File: src/aca_pkg.sv
/*
  Shared constants and types of the command acceptance block.
  Assumes one card clock of 20 MHz and a synchronous active-low reset.
*/
// Behaviour
// - Class 1 command: busy asserted within 400 ns of the opcode write.
// - Class 2: busy within 400 ns, data request within 700 us, busy drops within 400 ns.
// - Class 3: busy within 400 ns, data request within 20 ms, busy drops within 400 ns.
// - E5h and 98h decode as power-mode query, class 1, drive select only.
// - 20h and 21h decode as sector read, class 1, full address parameters.
// - 22h and 23h decode as long read, class 1, no sector count.
// - 91h is geometry initialisation, E4h buffer read, both class 1.
// - 38h is sector write without pre-erase, class 2, full address parameters.
// - Legacy erase and write-without-erase opcodes still erase the addressed sectors.
// - Fully valid drive/head parameters use both drive select and head fields.
// - Drive-only drive/head parameters use drive select and ignore head field.
// - Power query while sleeping or in transition loads sector count with 00h, interrupts.
// - Power query while idle loads sector count with FFh, interrupts.
// - Diagnostic 90h puts result 01h to 05h in the error register.
// - In native IDE mode a failed secondary drive reports an 8Xh code.
package aca_pkg;

  localparam int unsigned CLK_HZ       = 20_000_000;
  localparam int unsigned BSY_SET_NS   = 400;
  localparam int unsigned DRQ_C2_US    = 700;
  localparam int unsigned DRQ_C3_MS    = 20;
  localparam int unsigned BSY_SET_CYC  = (BSY_SET_NS * (CLK_HZ / 1_000_000)) / 1000;
  localparam int unsigned DRQ_C2_CYC   = DRQ_C2_US * (CLK_HZ / 1_000_000);
  localparam int unsigned DRQ_C3_CYC   = DRQ_C3_MS * (CLK_HZ / 1000);

  // AXI4-Lite register byte offsets.
  localparam logic [5:0] A_FEAT   = 6'h00;
  localparam logic [5:0] A_SCNT   = 6'h04;
  localparam logic [5:0] A_SNUM   = 6'h08;
  localparam logic [5:0] A_CYL    = 6'h0c;
  localparam logic [5:0] A_DH     = 6'h10;
  localparam logic [5:0] A_CMD    = 6'h14;
  localparam logic [5:0] A_STAT   = 6'h18;
  localparam logic [5:0] A_ERR    = 6'h1c;
  localparam logic [5:0] A_CTRL   = 6'h20;
  localparam logic [5:0] A_ISTAT  = 6'h24;
  localparam logic [5:0] A_IMASK  = 6'h28;
  localparam logic [5:0] A_DONE   = 6'h2c;
  localparam logic [5:0] A_DEC    = 6'h30;

  // Status register bits.
  localparam int unsigned ST_BSY  = 7;
  localparam int unsigned ST_DRQ  = 3;
  localparam int unsigned ST_ERR  = 0;
  // Control register bits: power state [1:0], native IDE, secondary failed, diag code [10:8].
  localparam int unsigned CT_IDE  = 2;
  localparam int unsigned CT_SEC  = 3;
  // Interrupt status bits.
  localparam int unsigned IS_DONE = 0;
  localparam int unsigned IS_DRQ  = 1;
  localparam int unsigned IS_ABRT = 2;

  localparam logic [7:0] ERR_ABRT   = 8'h04;
  localparam logic [7:0] SC_SLEEP   = 8'h00;
  localparam logic [7:0] SC_IDLE    = 8'hff;
  localparam logic [7:0] DIAG_PASS  = 8'h01;
  localparam logic [7:0] DIAG_MAX   = 8'h05;
  localparam logic [7:0] DIAG_SEC   = 8'h80;
  localparam logic [1:0] PWR_IDLE   = 2'b00;

  typedef enum logic [1:0] {ACA_C1, ACA_C2, ACA_C3, ACA_BAD} aca_class_t;
  typedef enum logic [2:0] {ACA_NONE, ACA_PWRQ, ACA_DIAG, ACA_ERASE, ACA_GEN} aca_kind_t;
  typedef enum {ACA_IDLE, ACA_BUSY, ACA_WAITDRQ, ACA_DRQ, ACA_FIN} aca_state_t;

  typedef struct packed {
    aca_class_t cls;
    aca_kind_t  kind;
    logic       dh_full;
    logic       use_sc;
    logic       erase;
  } aca_dec_t;

  typedef struct packed {
    logic        awv;
    logic [5:0]  awa;
    logic        wv;
    logic [31:0] wd;
    logic [3:0]  ws;
    logic        bv;
    logic        rv;
    logic [31:0] rd;
    logic [1:0]  rr;
    logic [7:0]  feat;
    logic [7:0]  scnt;
    logic [7:0]  snum;
    logic [15:0] cyl;
    logic [7:0]  dh;
    logic [7:0]  cmd;
    logic [7:0]  err;
    logic        busy_flag;
    logic        drq;
    logic        errf;
    logic [10:0] ctrl;
    logic [2:0]  ist;
    logic [2:0]  imask;
    aca_dec_t    dec;
    logic [3:0]  head_used;
    logic        erase_req;
    logic        start;
    aca_state_t  st;
    logic [31:0] cnt;
  } aca_state_s_t;

endpackage

File: src/aca_core.sv
/*
  Command acceptance core with AXI4-Lite register access.
  Assumes an AXI4-Lite master on the same clock; media work is external and
  signalled by media_done, which must not arrive before the command started.
*/
// Added by the designer: the placing of the registers and the AXI4-Lite slave port.
`timescale 1ns/100ps
module aca_core #(
  parameter int unsigned DRQ_C2_CYCLES = aca_pkg::DRQ_C2_CYC,
  parameter int unsigned DRQ_C3_CYCLES = aca_pkg::DRQ_C3_CYC
) (
  input  wire logic                aclk,
  input  wire logic                aresetn,
  input  wire logic                s_axi_awvalid,
  output logic                     s_axi_awready,
  input  wire logic [5:0]          s_axi_awaddr,
  input  wire logic                s_axi_wvalid,
  output logic                     s_axi_wready,
  input  wire logic [31:0]         s_axi_wdata,
  input  wire logic [3:0]          s_axi_wstrb,
  output logic                     s_axi_bvalid,
  input  wire logic                s_axi_bready,
  output logic [1:0]               s_axi_bresp,
  input  wire logic                s_axi_arvalid,
  output logic                     s_axi_arready,
  input  wire logic [5:0]          s_axi_araddr,
  output logic                     s_axi_rvalid,
  input  wire logic                s_axi_rready,
  output logic [31:0]              s_axi_rdata,
  output logic [1:0]               s_axi_rresp,
  input  wire logic                media_done,
  output logic                     cmd_start,
  output aca_pkg::aca_dec_t        cmd_decode,
  output logic                     erase_req,
  output logic [3:0]               head_used,
  output logic                     irq
);
  import aca_pkg::*;

  aca_state_s_t s;
  aca_state_s_t n;
  logic         do_w;
  logic         do_r;
  logic         cmd_wr;
  aca_dec_t     d;
  logic [31:0]  rv;

  ////////////////////////////////////////////////////////////////////////////
  // Opcode decode; class 1 is the default only for the 1xh and 7xh opcode groups.
  always_comb
  begin
    d = '{cls: ACA_BAD, kind: ACA_NONE, dh_full: 1'b0, use_sc: 1'b0, erase: 1'b0};
    case (s.wd[7:0])
      8'he5, 8'h98: d = '{ACA_C1, ACA_PWRQ, 1'b0, 1'b0, 1'b0};
      8'h20, 8'h21: d = '{ACA_C1, ACA_GEN, 1'b1, 1'b1, 1'b0};
      8'h22, 8'h23: d = '{ACA_C1, ACA_GEN, 1'b1, 1'b0, 1'b0};
      8'h91: d = '{ACA_C1, ACA_GEN, 1'b1, 1'b1, 1'b0};
      8'he4: d = '{ACA_C1, ACA_GEN, 1'b0, 1'b0, 1'b0};
      8'h90: d = '{ACA_C1, ACA_DIAG, 1'b0, 1'b0, 1'b0};
      8'hc0: d = '{ACA_C1, ACA_ERASE, 1'b1, 1'b1, 1'b1};
      8'h38: d = '{ACA_C2, ACA_GEN, 1'b1, 1'b1, 1'b1};
      8'hcd: d = '{ACA_C3, ACA_GEN, 1'b1, 1'b1, 1'b1};
      8'h30, 8'h31, 8'h3c, 8'hca, 8'hcb, 8'h50: d = '{ACA_C2, ACA_GEN, 1'b1, 1'b1, 1'b0};
      8'h32, 8'h33: d = '{ACA_C2, ACA_GEN, 1'b1, 1'b0, 1'b0};
      8'he8: d = '{ACA_C2, ACA_GEN, 1'b0, 1'b0, 1'b0};
      8'hc5: d = '{ACA_C3, ACA_GEN, 1'b1, 1'b1, 1'b0};
      8'hec, 8'he3, 8'h97, 8'he1, 8'h95, 8'he6, 8'h99, 8'he2, 8'h96, 8'he0, 8'h94,
      8'h03, 8'hef, 8'hc6:
        d = '{ACA_C1, ACA_GEN, 1'b0, 1'b0, 1'b0};
      8'hc8, 8'hc9, 8'h40, 8'h41, 8'hc4, 8'h87, 8'hf5:
        d = '{ACA_C1, ACA_GEN, 1'b1, 1'b1, 1'b0};
      default:
      begin
        if (s.wd[7:4] == 4'h1 || s.wd[7:4] == 4'h7)
          d = '{ACA_C1, ACA_GEN, 1'b1, 1'b0, 1'b0};
      end
    endcase
  end

  ////////////////////////////////////////////////////////////////////////////
  // Register read mux.
  always_comb
  begin
    rv = 32'h0;
    case (s_axi_araddr)
      A_FEAT:  rv = {24'h0, s.feat};
      A_SCNT:  rv = {24'h0, s.scnt};
      A_SNUM:  rv = {24'h0, s.snum};
      A_CYL:   rv = {16'h0, s.cyl};
      A_DH:    rv = {24'h0, s.dh};
      A_CMD:   rv = {24'h0, s.cmd};
      A_STAT:  rv = {24'h0, s.busy_flag, 3'b000, s.drq, 2'b00, s.errf};
      A_ERR:   rv = {24'h0, s.err};
      A_CTRL:  rv = {21'h0, s.ctrl};
      A_ISTAT: rv = {29'h0, s.ist};
      A_IMASK: rv = {29'h0, s.imask};
      A_DEC:   rv = {24'h0, s.dec};
      default: rv = 32'h0;
    endcase
  end

  assign do_w   = s.awv && s.wv && !s.bv;
  assign do_r   = s_axi_arvalid && !s.rv;
  // A task-file or opcode write while busy is outside the host's contract and is dropped; mask, interrupt status and control writes still land.
  assign cmd_wr = do_w && s.awa == A_CMD && s.ws[0] && !s.busy_flag;

  ////////////////////////////////////////////////////////////////////////////
  // Next-state logic.
  always_comb
  begin
    n = s;
    n.start = 1'b0;
    n.erase_req = 1'b0;
    if (s_axi_awvalid && !s.awv)
    begin
      n.awv = 1'b1;
      n.awa = s_axi_awaddr;
    end
    if (s_axi_wvalid && !s.wv)
    begin
      n.wv = 1'b1;
      n.wd = s_axi_wdata;
      n.ws = s_axi_wstrb;
    end
    if (s.bv && s_axi_bready)
      n.bv = 1'b0;
    if (s.rv && s_axi_rready)
      n.rv = 1'b0;
    if (do_r)
    begin
      n.rv = 1'b1;
      n.rd = rv;
      n.rr = (s_axi_araddr > A_DEC || s_axi_araddr[1:0] != 2'b00) ? 2'b10 : 2'b00;
    end
    if (do_w)
    begin
      n.awv = 1'b0;
      n.wv = 1'b0;
      n.bv = 1'b1;
      if (s.ws[0] && !s.busy_flag)
      begin
        case (s.awa)
          A_FEAT:  n.feat = s.wd[7:0];
          A_SCNT:  n.scnt = s.wd[7:0];
          A_SNUM:  n.snum = s.wd[7:0];
          A_CYL:   n.cyl = {s.ws[1] ? s.wd[15:8] : s.cyl[15:8], s.wd[7:0]};
          A_DH:    n.dh = s.wd[7:0];
          default: n.cmd = n.cmd;
        endcase
      end
      if (s.ws[0] && s.awa == A_IMASK)
        n.imask = s.wd[2:0];
      if (s.ws[0] && s.awa == A_ISTAT)
        n.ist = s.ist & ~s.wd[2:0];
      if (s.awa == A_CTRL)
        n.ctrl = s.wd[10:0];
    end
    if (cmd_wr)
    begin
      n.cmd = s.wd[7:0];
      n.dec = d;
      n.busy_flag = 1'b1;
      n.drq = 1'b0;
      n.errf = 1'b0;
      n.cnt = 32'h0;
      n.st = ACA_BUSY;
      n.head_used = d.dh_full ? s.dh[3:0] : 4'h0;
    end
    case (s.st)
      ACA_IDLE: n.cnt = 32'h0;
      ACA_BUSY:
      begin
        n.st = ACA_FIN;
        if (s.dec.cls == ACA_BAD)
        begin
          n.err = ERR_ABRT;
          n.errf = 1'b1;
          n.ist[IS_ABRT] = 1'b1;
        end
        else if (s.dec.kind == ACA_PWRQ)
          n.scnt = (s.ctrl[1:0] == PWR_IDLE) ? SC_IDLE : SC_SLEEP;
        else if (s.dec.kind == ACA_DIAG)
        begin
          if (s.ctrl[CT_IDE] && s.ctrl[CT_SEC])
            n.err = DIAG_SEC | {5'h0, s.ctrl[10:8]};
          else if (s.ctrl[10:8] == 3'h0 || {5'h0, s.ctrl[10:8]} > DIAG_MAX)
            n.err = DIAG_PASS;
          else
            n.err = {5'h0, s.ctrl[10:8]};
        end
        else
        begin
          n.start = 1'b1;
          n.erase_req = s.dec.erase;
          n.st = (s.dec.cls == ACA_C1) ? ACA_FIN : ACA_WAITDRQ;
        end
      end
      ACA_WAITDRQ:
      begin
        n.cnt = s.cnt + 32'h1;
        // Buffer setup is instant here, so data request comes well inside the limit.
        if (s.cnt >= ((s.dec.cls == ACA_C3) ? DRQ_C3_CYCLES : DRQ_C2_CYCLES) - 1
            || s.cnt == 32'h1)
        begin
          n.drq = 1'b1;
          n.busy_flag = 1'b0;
          n.ist[IS_DRQ] = 1'b1;
          n.st = ACA_DRQ;
        end
      end
      ACA_DRQ:
      begin
        // A new opcode in the data phase must not be lost to a late media_done.
        if (media_done && !cmd_wr)
        begin
          n.drq = 1'b0;
          n.st = ACA_IDLE;
          n.ist[IS_DONE] = 1'b1;
        end
      end
      ACA_FIN:
      begin
        n.busy_flag = 1'b0;
        n.ist[IS_DONE] = 1'b1;
        n.st = ACA_IDLE;
      end
      default: n.st = ACA_IDLE;
    endcase
    if (!aresetn)
    begin
      n = '0;
      n.st = ACA_IDLE;
      n.dec = '{cls: ACA_C1, kind: ACA_NONE, dh_full: 1'b0, use_sc: 1'b0, erase: 1'b0};
    end
  end

  always_ff @(posedge aclk)
    s <= n;

  assign s_axi_awready = !s.awv;
  assign s_axi_wready  = !s.wv;
  assign s_axi_bvalid  = s.bv;
  assign s_axi_bresp   = 2'b00;
  assign s_axi_arready = !s.rv;
  assign s_axi_rvalid  = s.rv;
  assign s_axi_rdata   = s.rd;
  assign s_axi_rresp   = s.rr;
  assign cmd_start     = s.start;
  assign cmd_decode    = s.dec;
  assign erase_req     = s.erase_req;
  assign head_used     = s.head_used;
  assign irq           = |(s.ist & s.imask);

  ////////////////////////////////////////////////////////////////////////////
  // Checks.
  property p_bsy_set;
    @(posedge aclk) disable iff (!aresetn) cmd_wr |=> s.busy_flag;
  endproperty
  a_bsy_set: assert property (p_bsy_set) else $error("busy not set after opcode");

  property p_drq_c2;
    @(posedge aclk) disable iff (!aresetn)
      (cmd_wr && d.cls == ACA_C2 && d.kind == ACA_GEN) |-> ##[1:6] s.drq;
  endproperty
  a_drq_c2: assert property (p_drq_c2) else $error("class 2 data request late");

  property p_drq_c3;
    @(posedge aclk) disable iff (!aresetn)
      (cmd_wr && d.cls == ACA_C3) |-> ##[1:6] (s.drq && !s.busy_flag);
  endproperty
  a_drq_c3: assert property (p_drq_c3) else $error("class 3 data request late");

  property p_pwr_idle;
    @(posedge aclk) disable iff (!aresetn)
      (s.st == ACA_BUSY && s.dec.kind == ACA_PWRQ && s.ctrl[1:0] == PWR_IDLE)
        |=> s.scnt == SC_IDLE ##1 !s.busy_flag && s.ist[IS_DONE];
  endproperty
  a_pwr_idle: assert property (p_pwr_idle) else $error("idle power answer wrong");

  property p_pwr_sleep;
    @(posedge aclk) disable iff (!aresetn)
      (s.st == ACA_BUSY && s.dec.kind == ACA_PWRQ && s.ctrl[1:0] != PWR_IDLE)
        |=> s.scnt == SC_SLEEP;
  endproperty
  a_pwr_sleep: assert property (p_pwr_sleep) else $error("sleep power answer wrong");

  property p_abort;
    @(posedge aclk) disable iff (!aresetn)
      (s.st == ACA_BUSY && s.dec.cls == ACA_BAD) |=> s.errf && s.err == ERR_ABRT ##1 !s.busy_flag;
  endproperty
  a_abort: assert property (p_abort) else $error("bad opcode not aborted");

  property p_diag;
    @(posedge aclk) disable iff (!aresetn)
      (s.st == ACA_BUSY && s.dec.kind == ACA_DIAG && !s.ctrl[CT_IDE])
        |=> s.err >= DIAG_PASS && s.err <= DIAG_MAX;
  endproperty
  a_diag: assert property (p_diag) else $error("diagnostic code out of range");

  property p_head;
    @(posedge aclk) disable iff (!aresetn)
      (cmd_wr && !d.dh_full) |=> head_used == 4'h0;
  endproperty
  a_head: assert property (p_head) else $error("head used for drive-only command");

  property p_erase;
    @(posedge aclk) disable iff (!aresetn)
      (cmd_wr && s.wd[7:0] == 8'h38) |-> ##2 erase_req;
  endproperty
  a_erase: assert property (p_erase) else $error("legacy write did not erase");

  property p_c1_done;
    @(posedge aclk) disable iff (!aresetn)
      (cmd_wr && d.cls == ACA_C1) |-> ##3 (!s.busy_flag && s.ist[IS_DONE]);
  endproperty
  a_c1_done: assert property (p_c1_done) else $error("class 1 did not finish");

  property p_drq_rise;
    @(posedge aclk) disable iff (!aresetn)
      $rose(s.drq) |-> !s.busy_flag;
  endproperty
  a_drq_rise: assert property (p_drq_rise) else $error("busy held with data request");

  property p_c2_start;
    @(posedge aclk) disable iff (!aresetn)
      (cmd_wr && d.cls == ACA_C2) |-> ##2 cmd_start;
  endproperty
  a_c2_start: assert property (p_c2_start) else $error("class 2 buffer not started");

  property p_pwr_nostart;
    @(posedge aclk) disable iff (!aresetn)
      (cmd_wr && d.kind == ACA_PWRQ) |-> ##2 !cmd_start;
  endproperty
  a_pwr_nostart: assert property (p_pwr_nostart) else $error("power query started media");

  property p_head_full;
    @(posedge aclk) disable iff (!aresetn)
      (cmd_wr && d.dh_full) |=> head_used == $past(s.dh[3:0]);
  endproperty
  a_head_full: assert property (p_head_full) else $error("head field not taken");

  property p_dec_pwr;
    @(posedge aclk) disable iff (!aresetn)
      (cmd_wr && (s.wd[7:0] == 8'he5 || s.wd[7:0] == 8'h98))
        |=> (cmd_decode.kind == ACA_PWRQ && !cmd_decode.dh_full);
  endproperty
  a_dec_pwr: assert property (p_dec_pwr) else $error("power query decode wrong");

  property p_dec_read;
    @(posedge aclk) disable iff (!aresetn)
      (cmd_wr && (s.wd[7:0] == 8'h20 || s.wd[7:0] == 8'h21))
        |=> (cmd_decode.cls == ACA_C1 && cmd_decode.use_sc && cmd_decode.dh_full);
  endproperty
  a_dec_read: assert property (p_dec_read) else $error("sector read decode wrong");

  property p_dec_long;
    @(posedge aclk) disable iff (!aresetn)
      (cmd_wr && (s.wd[7:0] == 8'h22 || s.wd[7:0] == 8'h23))
        |=> (cmd_decode.cls == ACA_C1 && !cmd_decode.use_sc && cmd_decode.dh_full);
  endproperty
  a_dec_long: assert property (p_dec_long) else $error("long read decode wrong");

  property p_dec_c1;
    @(posedge aclk) disable iff (!aresetn)
      (cmd_wr && (s.wd[7:0] == 8'h91 || s.wd[7:0] == 8'he4)) |=> cmd_decode.cls == ACA_C1;
  endproperty
  a_dec_c1: assert property (p_dec_c1) else $error("geometry or buffer decode wrong");

  property p_dec_c2;
    @(posedge aclk) disable iff (!aresetn)
      (cmd_wr && s.wd[7:0] == 8'h38) |=> cmd_decode.cls == ACA_C2;
  endproperty
  a_dec_c2: assert property (p_dec_c2) else $error("write without erase decode wrong");

  property p_diag_sec;
    @(posedge aclk) disable iff (!aresetn)
      (s.st == ACA_BUSY && s.dec.kind == ACA_DIAG && s.ctrl[CT_IDE] && s.ctrl[CT_SEC])
        |=> s.err[7:4] == 4'h8;
  endproperty
  a_diag_sec: assert property (p_diag_sec) else $error("secondary fault code wrong");

endmodule // aca_core

File: config.mk
export PLATFORM = sky130hd
export DESIGN_NAME = aca_core
export DESIGN_NICKNAME = d
export VERILOG_FILES = /design/src/aca_pkg.sv /design/src/aca_core.sv
export SDC_FILE = /design/constraint.sdc
export NUM_CORES = 1
export LEC_CHECK = 0
export ABC_AREA = 0
export BUFFER_PORTS_ARGS = -buffer_cell sky130_fd_sc_hd__buf_2
export CAP_MARGIN = 20
export CORE_MARGIN = 3
export CORE_UTILIZATION = 58
export CTS_CLUSTER_DIAMETER = 30
export CTS_CLUSTER_SIZE = 20
export DETAILED_ROUTE_END_ITERATION = 8
export PLACE_DENSITY = 0.79
export SYNTH_ARGS = -nofsm -noshare
export SYNTH_HDL_FRONTEND = slang
export SYNTH_SLANG_ARGS = --single-unit
File: constraint.sdc
create_clock -name aclk -period 3.12 [get_ports aclk]
set_input_delay 0 -clock aclk [delete_from_list [all_inputs] [get_ports aclk]]
set_output_delay 0 -clock aclk [all_outputs]
set_load 0.02 [all_outputs]
==> results of run 1 <==
## state kept, by name, summed over array words and instances (netlist names)
name          cells
s               170
s_axi_rdata      16
cmd_decode        8
head_used         4
cmd_start         1
erase_req         1
s_axi_bvalid      1
s_axi_rresp       1
s_axi_rvalid      1
## worst max path at each step
stage / from / endpoint / slack (ps) / depth (start not counted)
2_1_floorplan: cmd_decode[6]$_SDFFE_PN0P_ / s[32]$_SDFF_PN0_ / 700 / 9
3_3_place_gp: cmd_decode[6]$_SDFFE_PN0P_ / s[32]$_SDFF_PN0_ / 550 / 9
3_5_place_dp: cmd_decode[7]$_SDFFE_PN0P_ / s[32]$_SDFF_PN0_ / 510 / 9
4_1_cts: cmd_decode[7]$_SDFFE_PN0P_ / s[32]$_SDFF_PN0_ / 490 / 9
5_1_grt: cmd_decode[7]$_SDFFE_PN0P_ / s[32]$_SDFF_PN0_ / 230 / 9
6_report: cmd_decode[6]$_SDFFE_PN0P_ / s[32]$_SDFF_PN0_ / 460 / 9
## worst max-delay path, cell delays in order, from the launching register on
cell,delay (ps)
dfxtp_1,370
and2b_2,300
inv_2,100
ha_1,300
and3_1,150
o21ai_0,100
a2111oi_2,420
nor3_1,80
or4_1,430
a2111oi_2,300
## timing repair
| action | in CTS | in global routing |
|---|---|---|
| hold buffers | 32 | 0 |
| endpoints found under the setup margin | 0 | 0 |
| hold endpoints to repair | 36 | 0 |
## through the flow
stage	hold WS (ps)	setup WS, ps
3_3_place_gp	189	550
3_5_place_dp	192	511
6_report	53.8	459
5_1_grt	70.7	231
2_1_floorplan	100	697
4_1_cts	26.2	488
## area by class of cell
class / instances / area [µm²] / area share, %
Multi-Input combinational cell: 814 / 4850 / 42.6
Sequential cell: 203 / 4060 / 35.7
Clock buffer: 45 / 1000 / 8.83
Timing Repair Buffer: 140 / 946 / 8.32
Tap cell: 211 / 264 / 2.32
Clock inverter: 21 / 193 / 1.69
Inverter: 15 / 57.6 / 0.506
## per-layer routing
metal / up-vias / global-route usage [%]
li1: 4072 / -
met1: 3988 / 36.0
met2: 366 / 45.8
met3: 52 / 5.06
met4: 0 / 9.94
met5: - / 0
## cells in the final DEF (no fill, tap or decap), types with 14 or more instances in the layout
master	instances
buf_4	34
clkbuf_16	36
dlygate4sd3_1	32
nand4_1	15
conb_1	48
o21ai_0	21
o2111ai_1	14
xor2_1	20
nand2_1	145
buf_2	74
nor4_1	15
nor2_1	115
a21oi_1	91
dfxtp_1	203
nand3_1	43
mux2i_1	56
nor3_1	24
## power by group through the flow
stage / Combinational, mW / Sequential, mW / Clock [mW]
6_report: 0.337 / 2.69 / 3.75
5_1_grt: 0.367 / 2.69 / 3.93
4_1_cts: 0.325 / 2.69 / 3.79
3_5_place_dp: 0.292 / 2.74 / 0
3_3_place_gp: 0.289 / 2.74 / 0
2_1_floorplan: 0.234 / 2.71 / 0
## kinds of logic after synthesis
logic type                 share of synthesized area (%)
buffers and inverters                               7.38
other                                             0.0398
adders and majority gates                           1.01
AOI/OAI and AO/OA                                   15.8
DFF                                                 43.2
xor gates and xnor gates                            2.51
muxes                                               7.07
and+or+nand+nor                                     23.0
==> results.ini, run 1 <==
[timing]
min_period_ps=2660
rsz0062_at_grt=false
relSlewSlack_pct=39.1
fin_setup_tns_ps=0
setup_viol=0
drv_slew=0
worst_slew_pin_slew_ps=912
clock_skew_ps=14.7
hold_viol=0
min_period_over_period_pct=85.3
fmax_mhz=376

[synthesis]
async_flop_share_pct=0
synth.area.top_cells=dfxtp_1, mux2i_1, nand2_1
ys_seq_area_share_pct=43.2
netlist_area_um2=9410
synth_top_area_share_pct=43.2
synthMostInstantiatedCell=dfxtp_1
ys_top_cells_by_count=dfxtp_1, nand2_1, nor2_1
syn_inst=1105
synth_edf_count=0
synth.distinct_cells=74
synth_flop_cell=dfxtp_1
synth.avg_cell_area_um2=8.52
synth-seq-cells=203
yosys_warnings=0
yosysTopAreaCell=dfxtp_1

[floorplanning]
start_util_pct=60.6
dieArea_um2=17800
die_y_um=133
die_x_um=133
num_rows=45
io_pins=112
core_um2=15500

[setup_path]
r2r_start=cmd_decode[6]$_SDFFE_PN0P_
crit_fanout=7
timing.rr.end=s[32]$_SDFF_PN0_
ff2ff_path_depth=9
critical_path_class=reg2reg
startpoint_type=flip-flop
critPathCaptureType=flip-flop
required_ps=3520
cp.arrival_ps=3060
reg2reg_slack_ps=460

[cts]
cts_made_buffers=36
insertion_delay_ps=510
cts_resized=0
cts_root_buf=clkbuf_16
clkSinkCount=203
clkSlewWorstSetupHoldPaths_ps=50
post_cts_buffers=0
cts_tree=done
clk_path_buf_depth=3
htree_levels=2

[final_layout]
stdcell_area_um2=11400
fin_cells=1449
utilization_pct=73.2
nNetsFinal=1272
fillCellCount=1134
drive_above_1_share_pct=15.8
synthToLayoutAreaGrowth_pct=20.8
diodes=0

[worst_hold_path]
min_path_type=in2reg
min_path_cells=4
min_from=s_axi_arvalid
holdPathEnd=s_axi_rdata[15]$_SDFFE_PN0P_

[pwr]
p_sw_mw=1.61
pwr-share-seq_pct=39.7
power_density_nw_per_um2=596
swShare_pct=23.8
p_leak_nw=4.47
p_total_mw=6.78
clkPwrFrac_pct=55.4
pwr-share-comb_pct=5.0
p_int_mw=5.17
ir_drop_uv=583

[routing]
num_vias=8478
drt-total-wl_mm=24.7
top_layer_used=met4
drt_iter0_drc=711
wl_met3_mm=1.81
drc_errors=0
viasPerCell=5.85
wl_met2_mm=11.7
drt.antenna.violating_nets=0
wl_per_cell_um=17.1
met1_length_mm=10.6
drtPass1Iterations=6

[placed_design]
io_buffers=74
hpwl_mm=16.2
dp.cells=1350
post_dp_cell_area_um2=9850
gp_congestion=0.885

[global_routing]
grt_pass1_vias=8062
grt_max_degree=42
grtUsageTotal_pct=27.5
antenna_found_initial=0
grt_pass1_wl_mm=40.8
grt-ovfl-total=0

[flow_run]
maxCapViolations=0

[status]
run_status=completed

No activity file was read; power rests on OpenSTA's default activity.
==> run 2: changes to the inputs <==
--- a/config.mk
+++ b/config.mk
@@ -13,6 +13,8 @@
 export CTS_CLUSTER_DIAMETER = 30
 export CTS_CLUSTER_SIZE = 20
 export DETAILED_ROUTE_END_ITERATION = 8
+export GPL_ROUTABILITY_DRIVEN = 0
+export GPL_TIMING_DRIVEN = 0
 export PLACE_DENSITY = 0.79
 export SYNTH_ARGS = -nofsm -noshare
 export SYNTH_HDL_FRONTEND = slang
==> run 2 against run 1 <==
- maximum frequency decreased by 9.6%
- clock power increased by 5.9%
- count of clock-buffer cells in the layout increased by 5
- design area increased by 4.1%
- critical endpoint unchanged
- largest cell class unchanged
==> results.ini, run 2 (synthesis gave the netlist of run 1 again) <==
[placed_design]
io_buffers=72
hpwl_mm=18.5
post_dp_cell_area_um2=10200

[setup_path]
max_stage_delay_ps=490
cp.arrival_ps=3350
critPathCaptureType=flip-flop
required_ps=3530
slowest_stage=a2111oi_2
ff2ff_path_depth=9
reg2reg_slack_ps=180
critical_path_class=reg2reg
timing.rr.end=s[32]$_SDFF_PN0_
path_buf_inv=1
startpoint_type=flip-flop
crit_path_frequent_cell=a2111oi_2
crit_chain=and2b_2 > inv_2 > ha_1 > o211a_1 > a21oi_1 > a2111oi_2 > nor3_1 > or4_1 > a2111oi_2
r2r_start=cmd_decode[7]$_SDFFE_PN0P_
cp_top_family=compound AO/OA/AOI/OAI gates
crit_fanout=7

[routing]
drtPass1Iterations=6
drc_errors=0
wl_per_cell_um=17.9
drt_iter0_drc=945
drt.antenna.violating_nets=0
drt-total-wl_mm=27.6
viasPerCell=5.91
num_vias=9106

[final_layout]
nNetsFinal=1361
regMostFlops=s
final_common_cell=dfxtp_1
diodes=0
final_cell_mix=dfxtp_1, nand2_1, nor2_1
stdcell_area_um2=11800
largest_register_ffs=170
utilization_pct=76.2
drive_above_1_share_pct=16.3
synthToLayoutAreaGrowth_pct=25.8

[timing]
min_period_over_period_pct=94.4
fmax_mhz=340
worst_slew_pin_slew_ps=1090
fin_setup_tns_ps=0
hold_viol=0
rsz0062_at_grt=false
drv_slew=0
relSlewSlack_pct=26.7
fin_hold_ws_ps=138
clock_skew_ps=12.4
setup_viol=0
min_period_ps=2940

[floorplanning]
die_x_um=133
dieArea_um2=17800
num_rows=45
die_y_um=133
start_util_pct=60.6
io_pins=112
core_um2=15500

[global_routing]
antenna_found_initial=0
grt_pass1_wl_mm=44.0
grtUsageTotal_pct=30.4
grt-ovfl-total=0
grt_pass1_vias=8735
grt_max_degree=11

[worst_hold_path]
min_path_cells=6
min_from=s_axi_araddr[2]
holdPathEnd=s_axi_rdata[5]$_SDFFE_PN0P_
min_path_type=in2reg

[cts]
clkSinkCount=203
htree_levels=2
cts_made_buffers=38
cts_root_buf=clkbuf_16
insertion_delay_ps=510
clk_path_buf_depth=3
post_cts_buffers=0
cts_tree=done
clkSlewWorstSetupHoldPaths_ps=50

[pwr]
p_leak_nw=4.68
ir_drop_uv=653
power_density_nw_per_um2=594

[status]
run_status=completed

[flow_run]
maxCapViolations=0

-- run 2: what timing repair did --
item                                   in CTS  in global routing
setup endpoints to repair                   0                  9
gates resized for setup                     0                  2
hold buffers                               33                  0
endpoints found under the hold margin      35                  0
-- run 2: metal layers --
metal  part of all wire (%)  up-vias  track usage (%)
li1                       -     4253                -
met1                     40     4249             38.0
met2                     48      511             51.7
met3                    9.0       93             6.46
met4                    3.4        0             11.4
met5                      0        -                0
-- run 2: how the worst max path moves through the flow --
stage	startpoint	end	slack (ps)	cells past startpoint
6_report	cmd_decode[7]$_SDFFE_PN0P_	s[32]$_SDFF_PN0_	180	9
5_1_grt	cmd_decode[7]$_SDFFE_PN0P_	s[32]$_SDFF_PN0_	4	9
4_1_cts	s[39]$_SDFF_PN0_	s[147]$_SDFF_PN0_	90	6
3_5_place_dp	s[39]$_SDFF_PN0_	s[151]$_SDFF_PN0_	-10	6
3_3_place_gp	s[39]$_SDFF_PN0_	s[152]$_SDFF_PN0_	70	6
2_1_floorplan	cmd_decode[6]$_SDFFE_PN0P_	s[32]$_SDFF_PN0_	700	9
-- run 2: area by class of cell --
type | count | area [µm²]
clock buffers | 50 | 1100
inverters | 15 | 56.3
plain buffers | 120 | 638
flip-flops and latches | 203 | 4060
clock inverters | 20 | 173
well taps | 211 | 264
repair buffers | 107 | 701
multi-input cells | 814 | 4840
fillers | 1147 | 3700
-- run 2: power breakdown --
group	total, mW	switching (mW)	internal (mW)
Clock	3.97	1.38	2.59
Combinational	0.398	0.263	0.135
Sequential	2.67	0.0259	2.64
-- run 2: stage by stage --
stage | total power [mW] | instances | setup WS, ps
2_1_floorplan | 2.95 | 1152 | 697
3_3_place_gp | 3.06 | 1435 | 67.7
3_5_place_dp | 3.07 | 1437 | -14.5
4_1_cts | 7.04 | 1540 | 90.2
5_1_grt | 7.24 | 1540 | 4.05
6_report | 7.04 | 1540 | 176
-- run 2: worst reg2reg max path: stages, from the launching register on --
cell and delay, ps:
dfxtp_1 470, and2b_2 290, inv_2 120, ha_1 320, o211a_1 150, a21oi_1 70
a2111oi_2 490, nor3_1 140, or4_1 490, a2111oi_2 300
